$ cat config.mk
export PLATFORM = sky130hd
export DESIGN_NAME = ocb_config_bank
export DESIGN_NICKNAME = d
export VERILOG_FILES = /design/src/logic/ocb_pkg.sv /design/src/logic/ocb_bw_check.sv /design/src/logic/ocb_config_bank.sv
export SDC_FILE = /design/constraint.sdc
export NUM_CORES = 1
export LEC_CHECK = 0
export ABC_AREA = 1
export BUFFER_PORTS_ARGS = -buffer_cell sky130_fd_sc_hd__buf_2
export CAP_MARGIN = 0
export CORE_MARGIN = 3
export CORE_UTILIZATION = 58
export CTS_CLUSTER_DIAMETER = 100
export DETAILED_ROUTE_END_ITERATION = 6
export PLACE_DENSITY_LB_ADDON = 0.12
export SETUP_SLACK_MARGIN = 0.15
export SYNTH_ARGS = -nofsm -noshare
export SYNTH_HDL_FRONTEND = slang
export SYNTH_SLANG_ARGS = --single-unit
$ cat constraint.sdc
create_clock -name CLK -period 3.1 [get_ports CLK]
set_input_delay 0.155 -clock CLK [delete_from_list [all_inputs] [get_ports CLK]]
set_output_delay 0.155 -clock CLK [all_outputs]
set_load 0.02 [all_outputs]
$ cat src/logic/ocb_pkg.sv
// package: offsets, field layout and reset values of the receive modem configuration bank
package ocb_pkg;
   // register indices; byte address is four times the index
   localparam logic [7:0] IDX_FILTER_BW = 8'h1C;
   localparam logic [7:0] IDX_OVERSAMPLE = 8'h20;
   localparam logic [7:0] IDX_OFFSET_HIGH = 8'h21;
   localparam logic [7:0] IDX_OFFSET_MID = 8'h22;
   localparam logic [7:0] IDX_OFFSET_LOW = 8'h23;
   localparam logic [7:0] IDX_GAIN_HIGH = 8'h24;
   localparam logic [7:0] IDX_GAIN_LOW = 8'h25;
   localparam logic [7:0] IDX_RATE_HIGH = 8'h6E;
   localparam logic [7:0] IDX_RATE_LOW = 8'h6F;
   localparam logic [7:0] IDX_MOD_ONE = 8'h70;
   localparam logic [7:0] IDX_MOD_TWO = 8'h71;
   localparam logic [7:0] IDX_STATUS = 8'h72;
   localparam int ADDR_W = 10;
   // register 1Ch fields
   localparam int BW_BYPASS_BIT = 7;
   localparam int BW_DECIM_HI = 6;
   localparam int BW_DECIM_LO = 4;
   localparam int BW_FILSET_HI = 3;
   localparam int BW_FILSET_LO = 0;
   // register 21h fields: upper oversampling bits and upper offset bits
   localparam int OFS_OSR_HI = 7;
   localparam int OFS_OSR_LO = 5;
   localparam int OFS_NCO_HI = 3;
   localparam int OFS_NCO_LO = 0;
   localparam logic [7:0] OFS_USED_MASK = 8'hEF;
   // timing_loop_gain_high: upper gain bits
   localparam int GAIN_HI = 2;
   localparam logic [7:0] GAIN_USED_MASK = 8'h07;
   // register 70h fields
   localparam int MOD1_RATE_SCALE_BIT = 5;
   localparam int MOD1_MANCH_BIT = 1;
   localparam logic [7:0] MOD1_USED_MASK = 8'h22;
   // register 71h fields
   localparam int MOD2_TYPE_HI = 1;
   localparam int MOD2_TYPE_LO = 0;
   localparam logic [1:0] MODTYPE_OOK = 2'h1;
   // status register bits
   localparam int ST_OOK_BIT = 0;
   localparam int ST_BW_VALID_BIT = 1;
   localparam int ST_DOUBLE_BIT = 2;
   localparam int ST_SCALE_HINT_BIT = 3;
   // values after reset
   localparam logic [7:0] RST_FILTER_BW = 8'h00;
   localparam logic [7:0] RST_OVERSAMPLE = 8'h00;
   localparam logic [7:0] RST_OFFSET_HIGH = 8'h00;
   localparam logic [7:0] RST_OFFSET_MID = 8'h00;
   localparam logic [7:0] RST_OFFSET_LOW = 8'h00;
   localparam logic [7:0] RST_GAIN_HIGH = 8'h00;
   localparam logic [7:0] RST_GAIN_LOW = 8'h00;
   localparam logic [7:0] RST_RATE_HIGH = 8'h00;
   localparam logic [7:0] RST_RATE_LOW = 8'h00;
   localparam logic [7:0] RST_MOD_ONE = 8'h00;
   localparam logic [7:0] RST_MOD_TWO = 8'h00;
   // rate code at or below which the fine-scale bit is recommended
   localparam logic [15:0] SCALE_HINT_LIMIT = 16'h0F5C;
endpackage

$ cat src/logic/ocb_bw_check.sv
// module: flags bandwidth encodings that the on-off-keying filter accepts
`timescale 1ns/100ps
module ocb_bw_check (
   input wire logic BYPASS,
   input wire logic [3:0] FILSET,
   output logic VALID
);
   import ocb_pkg::*;

   ////////////////////////////////////////////////////////////////////////////
   // bypass clear: codes 1..7; bypass set: F, 1..4 and 8..14
   always_comb begin
      VALID = 1'b0;
      if (!BYPASS) begin
         VALID = (FILSET >= 4'h1) && (FILSET <= 4'h7);
      end else begin
         case (FILSET)
            4'hF, 4'h1, 4'h2, 4'h3, 4'h4: VALID = 1'b1;
            4'h8, 4'h9, 4'hA, 4'hB, 4'hC, 4'hD, 4'hE: VALID = 1'b1;
            default: VALID = 1'b0;
         endcase
      end
   end
endmodule // ocb_bw_check

$ cat src/logic/ocb_config_bank.sv
// module: apb register bank holding the on-off-keying receive modem configuration
`timescale 1ns/100ps
module ocb_config_bank (
   input wire logic CLK,
   input wire logic RSTN,
   input wire logic PSEL,
   input wire logic PENABLE,
   input wire logic PWRITE,
   input wire logic [ocb_pkg::ADDR_W-1:0] PADDR,
   input wire logic [31:0] PWDATA,
   input wire logic [3:0] PSTRB,
   output logic [31:0] PRDATA,
   output logic PREADY,
   output logic PSLVERR,
   output logic OOK_ACTIVE,
   output logic DIV3_BYPASS_BIT,
   output logic [2:0] DECIM_EXP,
   output logic [3:0] FILTER_SELECT,
   output logic BW_VALID,
   output logic [15:0] BIT_RATE,
   output logic RATE_SCALE,
   output logic MANCH_ENABLE,
   output logic [16:0] EFFECTIVE_RATE,
   output logic [10:0] OVERSAMPLE,
   output logic [19:0] NCO_OFFSET,
   output logic [10:0] LOOP_GAIN
);
   import ocb_pkg::*;

   ////////////////////////////////////////////////////////////////////////////
   // storage
   logic [7:0] filter_bw;
   logic [7:0] oversample_low;
   logic [7:0] offset_high;
   logic [7:0] offset_mid;
   logic [7:0] offset_low;
   logic [7:0] gain_high;
   logic [7:0] gain_low;
   logic [7:0] rate_high;
   logic [7:0] rate_low;
   logic [7:0] mod_one;
   logic [7:0] mod_two;
   logic [7:0] status;
   logic [7:0] next_read;
   logic next_err;
   logic bw_ok;

   ////////////////////////////////////////////////////////////////////////////
   // bus decode

   // register index carried by a byte address
   function automatic logic [7:0] word_idx(input logic [ADDR_W-1:0] addr);
      word_idx = addr[ADDR_W-1:2];
   endfunction

   // byte lanes other than the lowest never start a register
   function automatic logic aligned(input logic [ADDR_W-1:0] addr);
      aligned = (addr[1:0] == 2'h0);
   endfunction

   // true when the word address selects the given register index
   function automatic logic hit(input logic [ADDR_W-1:0] addr, input logic [7:0] idx);
      hit = aligned(addr) && (word_idx(addr) == idx);
   endfunction

   // true when the address falls on any implemented register
   function automatic logic mapped(input logic [ADDR_W-1:0] addr);
      mapped = hit(addr, IDX_FILTER_BW) || hit(addr, IDX_OVERSAMPLE)
         || hit(addr, IDX_OFFSET_HIGH) || hit(addr, IDX_OFFSET_MID)
         || hit(addr, IDX_OFFSET_LOW) || hit(addr, IDX_GAIN_HIGH)
         || hit(addr, IDX_GAIN_LOW) || hit(addr, IDX_RATE_HIGH)
         || hit(addr, IDX_RATE_LOW) || hit(addr, IDX_MOD_ONE)
         || hit(addr, IDX_MOD_TWO) || hit(addr, IDX_STATUS);
   endfunction

   logic setup;
   logic wr;
   // only the low lane carries register data; other lanes are don't care
   assign setup = PSEL && !PENABLE;
   assign wr = PSEL && PENABLE && PWRITE && PSTRB[0] && mapped(PADDR);

   // zero wait states: every access completes in its first access cycle
   assign PREADY = 1'b1;

   ////////////////////////////////////////////////////////////////////////////
   // register writes, one process each

   always_ff @(posedge CLK or negedge RSTN) begin
      if (!RSTN) begin
         filter_bw <= RST_FILTER_BW;
      end else if (wr && hit(PADDR, IDX_FILTER_BW)) begin
         filter_bw <= PWDATA[7:0];
      end
   end

   always_ff @(posedge CLK or negedge RSTN) begin
      if (!RSTN) begin
         oversample_low <= RST_OVERSAMPLE;
      end else if (wr && hit(PADDR, IDX_OVERSAMPLE)) begin
         oversample_low <= PWDATA[7:0];
      end
   end

   // shared byte: both fields take the written value together
   always_ff @(posedge CLK or negedge RSTN) begin
      if (!RSTN) begin
         offset_high <= RST_OFFSET_HIGH;
      end else if (wr && hit(PADDR, IDX_OFFSET_HIGH)) begin
         offset_high <= PWDATA[7:0] & OFS_USED_MASK;
      end
   end

   always_ff @(posedge CLK or negedge RSTN) begin
      if (!RSTN) begin
         offset_mid <= RST_OFFSET_MID;
      end else if (wr && hit(PADDR, IDX_OFFSET_MID)) begin
         offset_mid <= PWDATA[7:0];
      end
   end

   always_ff @(posedge CLK or negedge RSTN) begin
      if (!RSTN) begin
         offset_low <= RST_OFFSET_LOW;
      end else if (wr && hit(PADDR, IDX_OFFSET_LOW)) begin
         offset_low <= PWDATA[7:0];
      end
   end

   // only three gain bits sit above the low byte
   always_ff @(posedge CLK or negedge RSTN) begin
      if (!RSTN) begin
         gain_high <= RST_GAIN_HIGH;
      end else if (wr && hit(PADDR, IDX_GAIN_HIGH)) begin
         gain_high <= PWDATA[7:0] & GAIN_USED_MASK;
      end
   end

   always_ff @(posedge CLK or negedge RSTN) begin
      if (!RSTN) begin
         gain_low <= RST_GAIN_LOW;
      end else if (wr && hit(PADDR, IDX_GAIN_LOW)) begin
         gain_low <= PWDATA[7:0];
      end
   end

   always_ff @(posedge CLK or negedge RSTN) begin
      if (!RSTN) begin
         rate_high <= RST_RATE_HIGH;
      end else if (wr && hit(PADDR, IDX_RATE_HIGH)) begin
         rate_high <= PWDATA[7:0];
      end
   end

   always_ff @(posedge CLK or negedge RSTN) begin
      if (!RSTN) begin
         rate_low <= RST_RATE_LOW;
      end else if (wr && hit(PADDR, IDX_RATE_LOW)) begin
         rate_low <= PWDATA[7:0];
      end
   end

   // unused bits of the mode bytes read back as zero
   always_ff @(posedge CLK or negedge RSTN) begin
      if (!RSTN) begin
         mod_one <= RST_MOD_ONE;
      end else if (wr && hit(PADDR, IDX_MOD_ONE)) begin
         mod_one <= PWDATA[7:0] & MOD1_USED_MASK;
      end
   end

   always_ff @(posedge CLK or negedge RSTN) begin
      if (!RSTN) begin
         mod_two <= RST_MOD_TWO;
      end else if (wr && hit(PADDR, IDX_MOD_TWO)) begin
         mod_two <= {6'h00, PWDATA[MOD2_TYPE_HI:MOD2_TYPE_LO]};
      end
   end

   ////////////////////////////////////////////////////////////////////////////
   // bandwidth encoding check

   ocb_bw_check u_bw_check (
      .BYPASS(filter_bw[BW_BYPASS_BIT]),
      .FILSET(filter_bw[BW_FILSET_HI:BW_FILSET_LO]),
      .VALID(bw_ok)
   );

   ////////////////////////////////////////////////////////////////////////////
   // status byte, read only; writes to it are ignored
   // status lags the registers by one edge, the same as the outputs

   logic ook_sel;
   logic manch;
   logic [15:0] rate;
   assign ook_sel = (mod_two[MOD2_TYPE_HI:MOD2_TYPE_LO] == MODTYPE_OOK);
   assign manch = mod_one[MOD1_MANCH_BIT];
   assign rate = {rate_high, rate_low};

   always_ff @(posedge CLK or negedge RSTN) begin
      if (!RSTN) begin
         status <= 8'h00;
      end else begin
         status <= 8'h00;
         status[ST_OOK_BIT] <= ook_sel;
         status[ST_BW_VALID_BIT] <= bw_ok;
         status[ST_DOUBLE_BIT] <= manch;
         // hint only: the bank never forces the scale bit itself
         status[ST_SCALE_HINT_BIT] <= (rate <= SCALE_HINT_LIMIT)
            && !mod_one[MOD1_RATE_SCALE_BIT];
      end
   end

   ////////////////////////////////////////////////////////////////////////////
   // read path: data latched in the setup cycle, held through the access

   always_comb begin
      next_read = 8'h00;
      case (word_idx(PADDR))
         IDX_FILTER_BW: next_read = filter_bw;
         IDX_OVERSAMPLE: next_read = oversample_low;
         IDX_OFFSET_HIGH: next_read = offset_high;
         IDX_OFFSET_MID: next_read = offset_mid;
         IDX_OFFSET_LOW: next_read = offset_low;
         IDX_GAIN_HIGH: next_read = gain_high;
         IDX_GAIN_LOW: next_read = gain_low;
         IDX_RATE_HIGH: next_read = rate_high;
         IDX_RATE_LOW: next_read = rate_low;
         IDX_MOD_ONE: next_read = mod_one;
         IDX_MOD_TWO: next_read = mod_two;
         IDX_STATUS: next_read = status;
         default: next_read = 8'h00;
      endcase
      if (!aligned(PADDR)) begin
         next_read = 8'h00;
      end
   end

   // unmapped or misaligned addresses answer with an error and no effect
   assign next_err = !mapped(PADDR);

   // latched at setup so the access edge sees settled data
   always_ff @(posedge CLK or negedge RSTN) begin
      if (!RSTN) begin
         PRDATA <= 32'h0000_0000;
      end else if (setup && !PWRITE) begin
         PRDATA <= {24'h00_0000, next_read};
      end
   end

   // error stands for the access cycle only, then drops
   always_ff @(posedge CLK or negedge RSTN) begin
      if (!RSTN) begin
         PSLVERR <= 1'b0;
      end else if (setup) begin
         PSLVERR <= next_err;
      end else if (PSEL && PENABLE) begin
         PSLVERR <= 1'b0;
      end
   end

   ////////////////////////////////////////////////////////////////////////////
   // modem-facing fields, registered; idle at zero unless on-off-keying is
   // selected so a stale frequency-shift setup never reaches the demodulator
   // no shadow copy: a multi-byte field shows a mixed value between its byte
   // writes, so software fills the fields before it selects on-off-keying

   always_ff @(posedge CLK or negedge RSTN) begin
      if (!RSTN) begin
         OOK_ACTIVE <= 1'b0;
      end else begin
         OOK_ACTIVE <= ook_sel;
      end
   end

   always_ff @(posedge CLK or negedge RSTN) begin
      if (!RSTN) begin
         BIT_RATE <= 16'h0000;
         RATE_SCALE <= 1'b0;
         MANCH_ENABLE <= 1'b0;
         EFFECTIVE_RATE <= 17'h0_0000;
      end else if (ook_sel) begin
         BIT_RATE <= rate;
         RATE_SCALE <= mod_one[MOD1_RATE_SCALE_BIT];
         MANCH_ENABLE <= manch;
         // doubled rate feeds decimation and timing recovery
         EFFECTIVE_RATE <= manch ? {rate, 1'b0} : {1'b0, rate};
      end else begin
         BIT_RATE <= 16'h0000;
         RATE_SCALE <= 1'b0;
         MANCH_ENABLE <= 1'b0;
         EFFECTIVE_RATE <= 17'h0_0000;
      end
   end

   always_ff @(posedge CLK or negedge RSTN) begin
      if (!RSTN) begin
         DIV3_BYPASS_BIT <= 1'b0;
         DECIM_EXP <= 3'h0;
         FILTER_SELECT <= 4'h0;
         BW_VALID <= 1'b0;
      end else if (ook_sel) begin
         DIV3_BYPASS_BIT <= filter_bw[BW_BYPASS_BIT];
         DECIM_EXP <= filter_bw[BW_DECIM_HI:BW_DECIM_LO];
         FILTER_SELECT <= filter_bw[BW_FILSET_HI:BW_FILSET_LO];
         BW_VALID <= bw_ok;
      end else begin
         DIV3_BYPASS_BIT <= 1'b0;
         DECIM_EXP <= 3'h0;
         FILTER_SELECT <= 4'h0;
         BW_VALID <= 1'b0;
      end
   end

   always_ff @(posedge CLK or negedge RSTN) begin
      if (!RSTN) begin
         OVERSAMPLE <= 11'h000;
         NCO_OFFSET <= 20'h0_0000;
         LOOP_GAIN <= 11'h000;
      end else if (ook_sel) begin
         OVERSAMPLE <= {offset_high[OFS_OSR_HI:OFS_OSR_LO], oversample_low};
         NCO_OFFSET <= {offset_high[OFS_NCO_HI:OFS_NCO_LO], offset_mid, offset_low};
         LOOP_GAIN <= {gain_high[GAIN_HI:0], gain_low};
      end else begin
         OVERSAMPLE <= 11'h000;
         NCO_OFFSET <= 20'h0_0000;
         LOOP_GAIN <= 11'h000;
      end
   end
endmodule // ocb_config_bank

==> Yosys cells after proc, flatten, opt, wreduce, memory -nomap -nowiden <==
Memories as Yosys holds them, arrays and structs flattened.
Index checks and enable logic that the tools add are counted.
Widths: inputs -> output; s select.
{ "word_totals": {"romBits": 16, "inputBits": 51, "out_inout_bits": 121, "memories": 1, "register_bits": 170} }
{ "classes": {"order_cmp": 3, "muxes": 17, "reduce_logical": 48, "n_eq_ne": 13} }
{ "mem_list": {"columns": ["name", "depth", "word_bits", "rd", "rd_ports_with_merged_regs", "wr", "line", "text"], "rows": [
  ["(name not given)", 16, 1, 1, 0, 0, "ocb_bw_check.sv:17", "case (FILSET)"]
]} }
{ "op_table": {"columns": ["op", "count"], "rows": [
  ["$pmux 8 s12", 1],
  ["$eq 8x6->1 const B", 6],
  ["$eq 8x7->1 const B", 5],
  ["$mux 17", 2],
  ["$logic_and 1x1->1", 31],
  ["$mux 11", 2],
  ["$mux 20", 1],
  ["$le 16x12->1 const B", 1],
  ["$mux 16", 1],
  ["$logic_or 1x1->1", 11],
  ["$eq 8x5->1 const B", 1],
  ["$mux 8", 1],
  ["$mux 1", 7],
  ["$ge 4x1->1 const B", 1],
  ["$le 4x3->1 const B", 1],
  ["$logic_not 1->1", 4],
  ["$mux 4", 1],
  ["$mux 3", 1],
  ["$eq 2x1->1 const B", 1],
  ["$logic_not 2->1", 1],
  ["$reduce_bool 2->1", 1]
]} }

==> Longest topological paths before layout <==
Gate-level depths: netlist of run 1.
{ "depth": {"depth_word": 15, "ltp_mapped": 13, "mapped_depth_nobuf": 12} }

==> Modules after synthesis <==
From an unflattened synthesis of run 1, not the netlist that was laid out.
{ "hier_totals": {"cells_unflattened": 828, "hier_area_um2": 7221.9} }
{ "modules_own_cells": {"columns": ["mod", "cells_each", "n_inst", "seq_area_each_um2", "area_each_um2"], "rows": [
  ["ocb_config_bank", 815, 1, 4229.1, 7171.9],
  ["ocb_bw_check", 13, 1, 0.0, 50.0]
]} }

==> Worst setup path after synthesis of run 1 <==
Ideal clock, no wire load.
{ "synth_timing": {"path_type": "input to register", "from": "in PADDR[1] (netlist bit)", "to": "reg gain_low[0]", "path_buffers": 0, "t_arrival_ps": 1261, "path_stages": 6, "required_time_ps": 2982, "setup_slack_ps": 1721, "path_cell_list": "nor2_1 > inv_2 > nor2_1 > nand3_1 > nand2_1 > nand2_1"} }
{ "synth_via": {"elab_chain_len": 15, "elab_cells_between_ends": 26, "classes_between": "reduce/logical: 26"} }
{ "synth_rtl": {"columns": ["item", "line", "text"], "rows": [
  ["start: declaration", "ocb_config_bank.sv:9", "input wire logic [ocb_pkg::ADDR_W-1:0] PADDR,"],
  ["$logic_not 2->1 *", "ocb_config_bank.sv:58", "aligned = (addr[1:0] == 2'h0);"],
  ["$logic_and 1x1->1", "ocb_config_bank.sv:63", "hit = aligned(addr) && (word_idx(addr) == idx);"],
  ["$logic_or 1x1->1", "ocb_config_bank.sv:68", "mapped = hit(addr, IDX_FILTER_BW) || hit(addr, IDX_OVERSAMPLE)"],
  ["$logic_or 1x1->1 (2 in a row)", "ocb_config_bank.sv:69", "|| hit(addr, IDX_OFFSET_HIGH) || hit(addr, IDX_OFFSET_MID)"],
  ["$logic_or 1x1->1 (2 in a row)", "ocb_config_bank.sv:70", "|| hit(addr, IDX_OFFSET_LOW) || hit(addr, IDX_GAIN_HIGH)"],
  ["$logic_or 1x1->1 (2 in a row)", "ocb_config_bank.sv:71", "|| hit(addr, IDX_GAIN_LOW) || hit(addr, IDX_RATE_HIGH)"],
  ["$logic_or 1x1->1 (2 in a row)", "ocb_config_bank.sv:72", "|| hit(addr, IDX_RATE_LOW) || hit(addr, IDX_MOD_ONE)"],
  ["$logic_or 1x1->1 (2 in a row)", "ocb_config_bank.sv:73", "|| hit(addr, IDX_MOD_TWO) || hit(addr, IDX_STATUS);"],
  ["$logic_and 1x1->1", "ocb_config_bank.sv:80", "assign wr = PSEL && PENABLE && PWRITE && PSTRB[0] && mapped(PADDR);"],
  ["$logic_and 1x1->1 *", "ocb_config_bank.sv:141", "end else if (wr && hit(PADDR, IDX_GAIN_LOW)) begin"],
  ["end signal: assignment", "ocb_config_bank.sv:142", "gain_low <= PWDATA[7:0];"],
  ["end: declaration", "ocb_config_bank.sv:38", "logic [7:0] gain_low;"]
]} }
Every way passes the cells marked *; elsewhere a longest branch is shown, timed or not.
A chain may end at the register's enable or synchronous reset.

==> Final worst setup path of run 1 <==
{ "layout_timing": {"from": "in PSEL", "to": "reg rate_high[7]"} }
{ "layout_via": {"elab_chain_len": 5} }
{ "layout_rtl": {"columns": ["item", "line", "text"], "rows": [
  ["start: declaration", "ocb_config_bank.sv:6", "input wire logic PSEL,"],
  ["$logic_and 1x1->1 (4 in a row)", "ocb_config_bank.sv:80", null],
  ["$logic_and 1x1->1", "ocb_config_bank.sv:149", "end else if (wr && hit(PADDR, IDX_RATE_HIGH)) begin"],
  ["end signal: assignment", "ocb_config_bank.sv:150", "rate_high <= PWDATA[7:0];"],
  ["end: declaration", "ocb_config_bank.sv:39", "logic [7:0] rate_high;"]
]} }
Every way passes these cells.

==> flow_summary.ini, run 1 <==
[finish]
fill_cells = 988
n_antenna_cell = 0
multi_input_area_um2 = 2400
drive_above_1_share_pct = 18.7
layout.nets = 1002
stdcell_count = 1130
design_area_um2 = 8520
synthToLayoutAreaGrowth_pct = 17.1
regArea_um2 = 4230

[floorplan]
core_um2 = 12200
pin_count = 172
die-height_um = 118
dieArea_um2 = 13900
rows = 40
die_w_um = 118
start_util_pct = 59.9

[global_route]
grt_pass1_wl_mm = 31.2
overflow = 0
grt_pass1_vias = 5856
track_usage_pct = 28.9
antenna_found_initial = 0
grt_max_degree = 86

[setup_path]
path_cells = dlygate4sd3_1 > buf_2 > nand4_1 > clkinv_1 > nand2_1 > inv_1 > nand2_1 > o21ai_0
cp_common_cell = nand2_1
cp_num_buf_inv = 4
critPathLaunchType = primary input
critical_path_class = in2reg
cp-end-kind = register
arrival_ps = 2510
critPathTopFamily = buffers and inverters
cp.required_ps = 3380
path_max_fanout = 30
slowest_delay_ps = 760
cp_slowest_cell = clkinv_1

[synthesis]
synth_seq_cells = 169
yosysWarnings = 0
ys_seq_area_share_pct = 58.1
syn_area_um2 = 7280
ys_types = 28
postSynthCellCount = 837
syn-mean-instance-area_um2 = 8.70

[place]
place_area_um2 = 7910
dpl.cell_count = 1098
gp_routability_congestion = 0.907
port_buffers = 119
dpl.hpwl_mm = 13.5
pre_cts_slack_ps = 612

[clocking]
root_buffer = clkbuf_16
clockBufferDepth = 2
cts_setup_buffers = 0
clk-insertion-delay-late_ps = 420
path_clk_slew_ps = 60
numCtsBuffers = 17
cts_sinks = 169
htreeDepth = 4
tritoncts = done

[route]
ant_nets = 0
dr.pass1.iters = 5
route.met2.wl_mm = 8.54
drtIter0Drc = 634
dr.max_layer_used = met4
dr_wl_met3_mm = 1.71
wl_mm = 19.4
vias = 6082
drc = 0
met1_length_mm = 8.53
wire_per_inst_um = 17.1
drt-vias-per-instance = 5.38

[sta]
slew_headroom_pct = 35.8
drv_slew = 0
final_hold_viol_count = 0
finClkSkew_ps = 4.08
fin_crit_sh_pct = 71.8
layout_setup_ws_ps = 876
fin_setup_tns_ps = 0
tightestPinTransition_ps = 957
setup_violations = 0
period_minus_slack_ps = 2220
max_freq_mhz = 450
rsz0062_at_grt = false

[worst_hold_path]
min_path_type = in2reg

[pwr]
peakVddDrop_uv = 344
p_total_w = 0.00452
leakagePower_nw = 4.63
powerDensity_nw_per_um2 = 531

[job]
cap_violations = 0

[status]
run_status = finished clean
## logic make-up after synthesis
| group | share of synthesized area, % |
|---|---|
| mux | 0.309 |
| buf+inv | 10.1 |
| flops | 58.1 |
| compound gates | 4.71 |
| other cells | 0.103 |
| simple gates | 26.7 |
## path summary, 6_finish.rpt
check,start,endpoint,slack (ps),cells past startpoint
setup / recovery,PSEL,rate_high[7],880,8
hold / removal,PENABLE,PSLVERR,60,4
setup reg to reg,mod_two[0],EFFECTIVE_RATE[9],1480,7
hold reg to reg,offset_high[2],offset_high[2],470,2
max in group asynchronous,RSTN,offset_low[5],1990,3
min in group asynchronous,RSTN,BIT_RATE[1],210,2
## sequential cells by signal (all words and copies together) (netlist names), 7 cells and up
signal	cells
NCO_OFFSET	20
rate_high	8
oversample_low	8
LOOP_GAIN	11
EFFECTIVE_RATE	17
rate_low	8
PRDATA	8
offset_low	8
BIT_RATE	16
gain_low	8
OVERSAMPLE	11
offset_high	7
filter_bw	8
offset_mid	8
## cell usage after synthesis
| library cell | number | area, µm² |
|---|---|---|
| nand2_2 | 3 | 18.8 |
| nor2_8 | 1 | 20.0 |
| buf_1 | 3 | 11.3 |
| buf_2 | 3 | 15.0 |
| conb_1 | 2 | 7.51 |
| nor3_1 | 3 | 15.0 |
| a21oi_1 | 18 | 90.1 |
| inv_1 | 89 | 334 |
| nor2_1 | 132 | 495 |
| nor2_2 | 6 | 37.5 |
| nand2_1 | 207 | 777 |
| dfrtp_1 | 169 | 4230 |
| o211ai_1 | 5 | 37.5 |
| clkbuf_1 | 19 | 71.3 |
| nor4_1 | 1 | 6.26 |
| nand3_1 | 24 | 120 |
| buf_6 | 6 | 67.6 |
| clkbuf_2 | 2 | 10.0 |
| mux2_2 | 2 | 22.5 |
| clkinv_1 | 4 | 15.0 |
| o31ai_1 | 1 | 7.51 |
| o21ai_0 | 24 | 120 |
| o22ai_1 | 14 | 87.6 |
| inv_2 | 6 | 22.5 |
| buf_4 | 25 | 188 |
| nand4_1 | 61 | 382 |
| nand2_4 | 2 | 22.5 |
| nand3_2 | 5 | 50.1 |
## metrics by stage
stage                     hold slack [ps]  utilization, %
after floorplan                      -141               -
after global placement               69.3            65.0
after detailed placement             83.0            65.0
after CTS                            46.3            70.1
after global routing                 83.0            70.1
final                                56.1            70.1
## layout make-up
type | instances | share of cell area, %
flip-flops and latches | 169 | 49.6
repair buffers | 130 | 8.38
well taps | 168 | 2.47
multi-input cells | 534 | 28.2
clock inverters | 7 | 1.38
inverters | 99 | 4.36
clock buffers | 23 | 5.61
## where the power goes
group	switching (W)	leakage [nW]	internal, W
sequential	0.00000126	2.30	0.00221
clock	0.000813	0.281	0.00132
combinational	0.000148	2.04	0.0000307
total	0.000963	4.63	0.00356
## worst register-to-register path, cell delays in order (launching register included)
cell	delay, ps
dfrtp_1	380
inv_1	70
nor2_1	50
clkinv_1	60
buf_4	590
nor2_1	140
nor2_1	140
a21oi_1	60
## per-layer routing
metal | GRT usage (%) | vias to the layer above
li1 | - | 2828
met1 | 42.1 | 2922
met2 | 41.7 | 295
met3 | 7.40 | 37
met4 | 11.5 | 0
met5 | 0 | -
## placed cells by master, fill, tap and decap left out
master         count
nand2_1          207
dfrtp_1          169
nor2_1           132
buf_2            118
inv_1             88
nand4_1           61
conb_1            25
nand3_1           24
o21ai_0           24
a21oi_1           18
clkbuf_16         17
o22ai_1           14
buf_4              7
nor2_2             6
inv_2              6
clkinv_1           5
nand3_2            5
o211ai_1           5
nor3_1             3
nand2_2            3
bufinv_16          3
clkbuf_1           3
clkinvlp_4         3
clkbuf_8           3
nand2_4            2
mux2_2             2
dlygate4sd3_1      2
buf_12             2
nor4_1             1
o31ai_1            1
nor2_8             1
clkinv_2           1
buf_6              1
## timing repair
item	4_1_cts	5_1_grt
endpoints found under the hold margin	39	0
endpoints found under the setup margin	0	0
hold buffers	2	0
resized for setup	0	0
(Power assumes the default switching activity.)
==> inputs of run 2 (changes only) <==
--- a/config.mk
+++ b/config.mk
@@ -9,7 +9,7 @@
 export BUFFER_PORTS_ARGS = -buffer_cell sky130_fd_sc_hd__buf_2
 export CAP_MARGIN = 0
 export CORE_MARGIN = 3
-export CORE_UTILIZATION = 58
+export CORE_UTILIZATION = 54
 export CTS_CLUSTER_DIAMETER = 100
 export DETAILED_ROUTE_END_ITERATION = 6
 export PLACE_DENSITY_LB_ADDON = 0.12
==> constraint.sdc (replaced) <==
create_clock -name CLK -period 2.3 [get_ports CLK]
set_input_delay 0.115 -clock CLK [delete_from_list [all_inputs] [get_ports CLK]]
set_output_delay 0.115 -clock CLK [all_outputs]
set_load 0.02 [all_outputs]
==> run 2 against run 1 <==
Against the previous run:
- die area grew 7.0%
- combinational power grew 40%
- clock skew up 4.1 ps
- clock-buffer cell count fell by 2
- sequential power rose by 35%
- design area grew 0.66%
- final cell count increased by 1.1%
- total power increased by 33%
- sequential share of layout area shrank 0.33 points
- register-to-register slack got worse by 740 ps
==> flow_summary.ini, run 2 (same netlist as run 1, synthesis figures left out) <==
[global_route]
track_usage_pct = 27.1
antenna_found_initial = 0
grt_max_degree = 69
grt_pass1_vias = 5768
grt_pass1_wl_mm = 30.6
overflow = 0

[setup_path]
arrival_ps = 2170
path_max_fanout = 36
cp.required_ps = 2610
cp-end-kind = register
critPathLaunchType = primary input
critical_path_class = in2reg

[finish]
layout.nets = 1008
synthToLayoutAreaGrowth_pct = 17.9
n_antenna_cell = 0
largest_reg_flops = 20
reg_top3 = NCO_OFFSET: 20 flops, EFFECTIVE_RATE: 17 flops, BIT_RATE: 16 flops
registers.top_by_ff_count = NCO_OFFSET
final_cell_mix = 207 x nand2_1, 169 x dfrtp_1, 132 x nor2_1
drive_above_1_share_pct = 19.3
final_common_cell = nand2_1

[sta]
layout_setup_ws_ps = 442
fin_setup_tns_ps = 0
fin_crit_sh_pct = 80.8
tightestPinTransition_ps = 638
drv_slew = 0
setup_violations = 0
max_freq_mhz = 538
slew_headroom_pct = 57.4
period_minus_slack_ps = 1860
finClkSkew_ps = 8.16
final_hold_viol_count = 0
rsz0062_at_grt = false

[clocking]
clockBufferDepth = 2
cts_sinks = 169
numCtsBuffers = 17
clk-insertion-delay-late_ps = 430
postCtsHoldBufs = 3
tritoncts = done
htreeDepth = 4
cts_setup_buffers = 0
post_cts_resized = 0
root_buffer = clkbuf_16
path_clk_slew_ps = 60

[floorplan]
die-height_um = 122
rows = 41
core_um2 = 12900
start_util_pct = 56.5
pin_count = 172
die_w_um = 122
dieArea_um2 = 14900

[pwr]
p_total_w = 0.00601
powerDensity_nw_per_um2 = 700
peakVddDrop_uv = 538
leakagePower_nw = 4.66

[worst_hold_path]
min_path_type = in2reg

[route]
wire_per_inst_um = 17.0
drtIter0Drc = 572
wl_mm = 19.4
vias = 6135
ant_nets = 0
dr.pass1.iters = 5
drc = 0
drt-vias-per-instance = 5.37

[place]
pre_cts_slack_ps = 330
port_buffers = 119
gp_routability_congestion = 0.932
dpl.hpwl_mm = 13.5

[status]
run_status = finished clean

[job]
cap_violations = 0
==> run 2: worst max-delay path: stages <==
cell and delay, ps:
buf_2 130, inv_1 60, nand2_2 110, nor2_2 240
nand4_1 200, nand3_1 130, nor2_1 50, nand2_2 230
buf_12 240, o22ai_1 90, dlygate4sd3_1 560
==> run 2: layout make-up <==
type	instances	area [µm²]
clock buffers	21	450
clock inverters	11	124
fillers	1092	4300
inverters	99	372
multi-input cells	534	2400
flip-flops and latches	169	4230
well taps	172	215
repair buffers	136	787
==> run 2: final timing paths <==
path / startpoint / endpoint / slack [ps] / depth (start not counted)
hold reg to reg: mod_two[1] / status[0] / 470 / 1
min in group asynchronous: RSTN / EFFECTIVE_RATE[3] / 250 / 2
max in group asynchronous: RSTN / filter_bw[2] / 1330 / 3
setup / recovery: PADDR[6] / PSLVERR / 440 / 11
hold / removal: PWDATA[7] / offset_high[7] / 80 / 3
setup reg to reg: mod_two[1] / EFFECTIVE_RATE[15] / 740 / 5
==> run 2: routing by layer <==
layer	GRT usage [%]	part of all wire [%]	vias to the layer above
met1	39.2	43	2966
met4	11.1	2.5	0
met2	38.7	44	297
met5	0	0	-
li1	-	-	2843
met3	7.61	10	29
==> run 2: stage by stage <==
stage	utilization, %	hold WS, ps	std cells	cell area [µm²]
after CTS	66.6	56.9	1142	8580
after global routing	66.6	70.7	1142	8580
after floorplan	-	-181	860	7370
after global placement	61.9	139	1107	7980
final	66.6	76.4	1142	8580
after detailed placement	61.9	155	1107	7980
==> run 2: report_power, final <==
part	internal, W	total, W	switching (W)
sequential	0.00298	0.00298	0.00000176
clock	0.00162	0.00278	0.00115
combinational	0.0000467	0.000250	0.000203
total	0.00465	0.00601	0.00136
==> inputs of run 3 (changes only) <==
==> constraint.sdc (replaced) <==
create_clock -name CLK -period 1.75 [get_ports CLK]
set_input_delay 0.0875 -clock CLK [delete_from_list [all_inputs] [get_ports CLK]]
set_output_delay 0.0875 -clock CLK [all_outputs]
set_load 0.02 [all_outputs]
==> run 3 against run 2 <==
Against the previous run:
- the run now ends with design-rule violations left
- first-iteration DRC count down 27%
- via count down 0.52%
- global-route usage up 0.27 points
- final cell count up 0.88%
- design area up 1.0%
- total power up 27%
==> flow_summary.ini, run 3 (same netlist as run 1, synthesis figures left out) <==
[sta]
setup_violations = 0
rsz0062_at_grt = false
slew_headroom_pct = 61.1
finClkSkew_ps = 6.04
period_minus_slack_ps = 1500
fin_crit_sh_pct = 85.6
drv_slew = 0
layout_setup_ws_ps = 252
max_freq_mhz = 668
hold_slack_ps = 38.3
tightestPinTransition_ps = 584
final_hold_viol_count = 0

[setup_path]
cp.required_ps = 2070
rr_endpoint = LOOP_GAIN[8]
cp-end-kind = register
arrival_ps = 1820
critical_path_class = in2reg
critPathLaunchType = primary input
path_max_fanout = 39
reg2reg_from = mod_two[1]
r2r_setup_slack_ps = 320
rr_worst_depth = 4

[finish]
registers.top_by_ff_count = NCO_OFFSET
final_common_cell = nand2_1
largest_reg_flops = 20
reg_top3 = NCO_OFFSET: 20 flops, EFFECTIVE_RATE: 17 flops, BIT_RATE: 16 flops
n_antenna_cell = 0
final_cell_mix = 207 x nand2_1, 169 x dfrtp_1, 132 x nor2_1
drive_above_1_share_pct = 20.4
synthToLayoutAreaGrowth_pct = 19.1
layout.nets = 1023

[clocking]
cts_setup_buffers = 0
htreeDepth = 4
numCtsBuffers = 17
clockBufferDepth = 2
root_buffer = clkbuf_16
path_clk_slew_ps = 60
tritoncts = done
cts_sinks = 169
clk-insertion-delay-late_ps = 430

[floorplan]
dieArea_um2 = 14900
pin_count = 172
start_util_pct = 56.5
rows = 41
core_um2 = 12900
die-height_um = 122
die_w_um = 122

[global_route]
track_usage_pct = 27.4
grt_pass1_vias = 5980
grt_pass1_wl_mm = 31.0
antenna_found_initial = 0
overflow = 0
grt_max_degree = 58

[route]
drtIter0Drc = 415
wire_per_inst_um = 16.8
vias = 6103
wl_mm = 19.3
ant_nets = 0
drc = 1
dr.pass1.iters = 7
drt-vias-per-instance = 5.30

[pwr]
peakVddDrop_uv = 623
p_total_w = 0.00762
powerDensity_nw_per_um2 = 879
leakagePower_nw = 4.73

[status]
failed_checks = design-rule violations
run_status = complete, but fails checks

[place]
port_buffers = 119
dpl.hpwl_mm = 13.6
pre_cts_slack_ps = -34.0
gp_routability_congestion = 0.973

[worst_hold_path]
holdPathEnd = gain_low[7]
hp-start = PWDATA[7]
min_path_type = in2reg
holdPathStages = 3

[job]
cap_violations = 0
run 3: final cells by class:
cell class	count	area (µm²)
clock buffers	22	464
clock inverters	5	50.0
fillers	1113	4210
inverters	99	372
multi-input cells	534	2410
flip-flops and latches	169	4230
well taps	172	215
repair buffers	151	925
run 3: worst max-delay path by stage:
| stage | from | end | slack (ps) | cells after the start |
|---|---|---|---|---|
| floorplan | mod_two[1] | EFFECTIVE_RATE[9] | 420 | 6 |
| global placement | PADDR[9] | offset_mid[1] | 6 | 14 |
| detailed placement | PADDR[2] | rate_low[7] | -30 | 14 |
| CTS | PENABLE | gain_low[3] | 200 | 8 |
| global route | PSEL | oversample_low[3] | 180 | 8 |
| finish | PENABLE | offset_mid[5] | 250 | 8 |
run 3: stage by stage:
step           utilization, %  cell area (µm²)  std cells  TNS, ps
3_5_place_dp             63.0             8110       1122     -385
5_1_grt                  67.3             8670       1152        0
4_1_cts                  67.2             8660       1152        0
3_3_place_gp             63.0             8110       1122        0
2_1_floorplan               -             7370        860        0
6_report                 67.3             8670       1152        0
run 3: critical path, cell delays in order:
cell and delay [ps]:
dlygate4sd3_1 520, buf_2 110, nand4_1 220, inv_2 220, buf_12 220, nand3_2 230, nand2_1 130, nand2_1 60
run 3: where the power goes:
group,total [W],switching (W),internal (W)
registers,0.00392,0.00000218,0.00391
logic,0.000340,0.000269,0.0000713
clock network,0.00337,0.00139,0.00198
run 3: routing by layer:
metal  wire [µm]  GRT usage [%]  up-vias  part of all wire (%)
li1            -              -     2876                     -
met1        8440           39.2     2906                    44
met3        1780           6.45       32                   9.2
met5           0              0        -                     0
met4         462           10.1        0                   2.4
met2        8620           41.0      289                    45
run 3: what timing repair did:
item	in CTS	in global routing
endpoints found under the setup margin	0	12
resized for setup	0	3
endpoints found under the hold margin	53	0
hold buffers	3	0
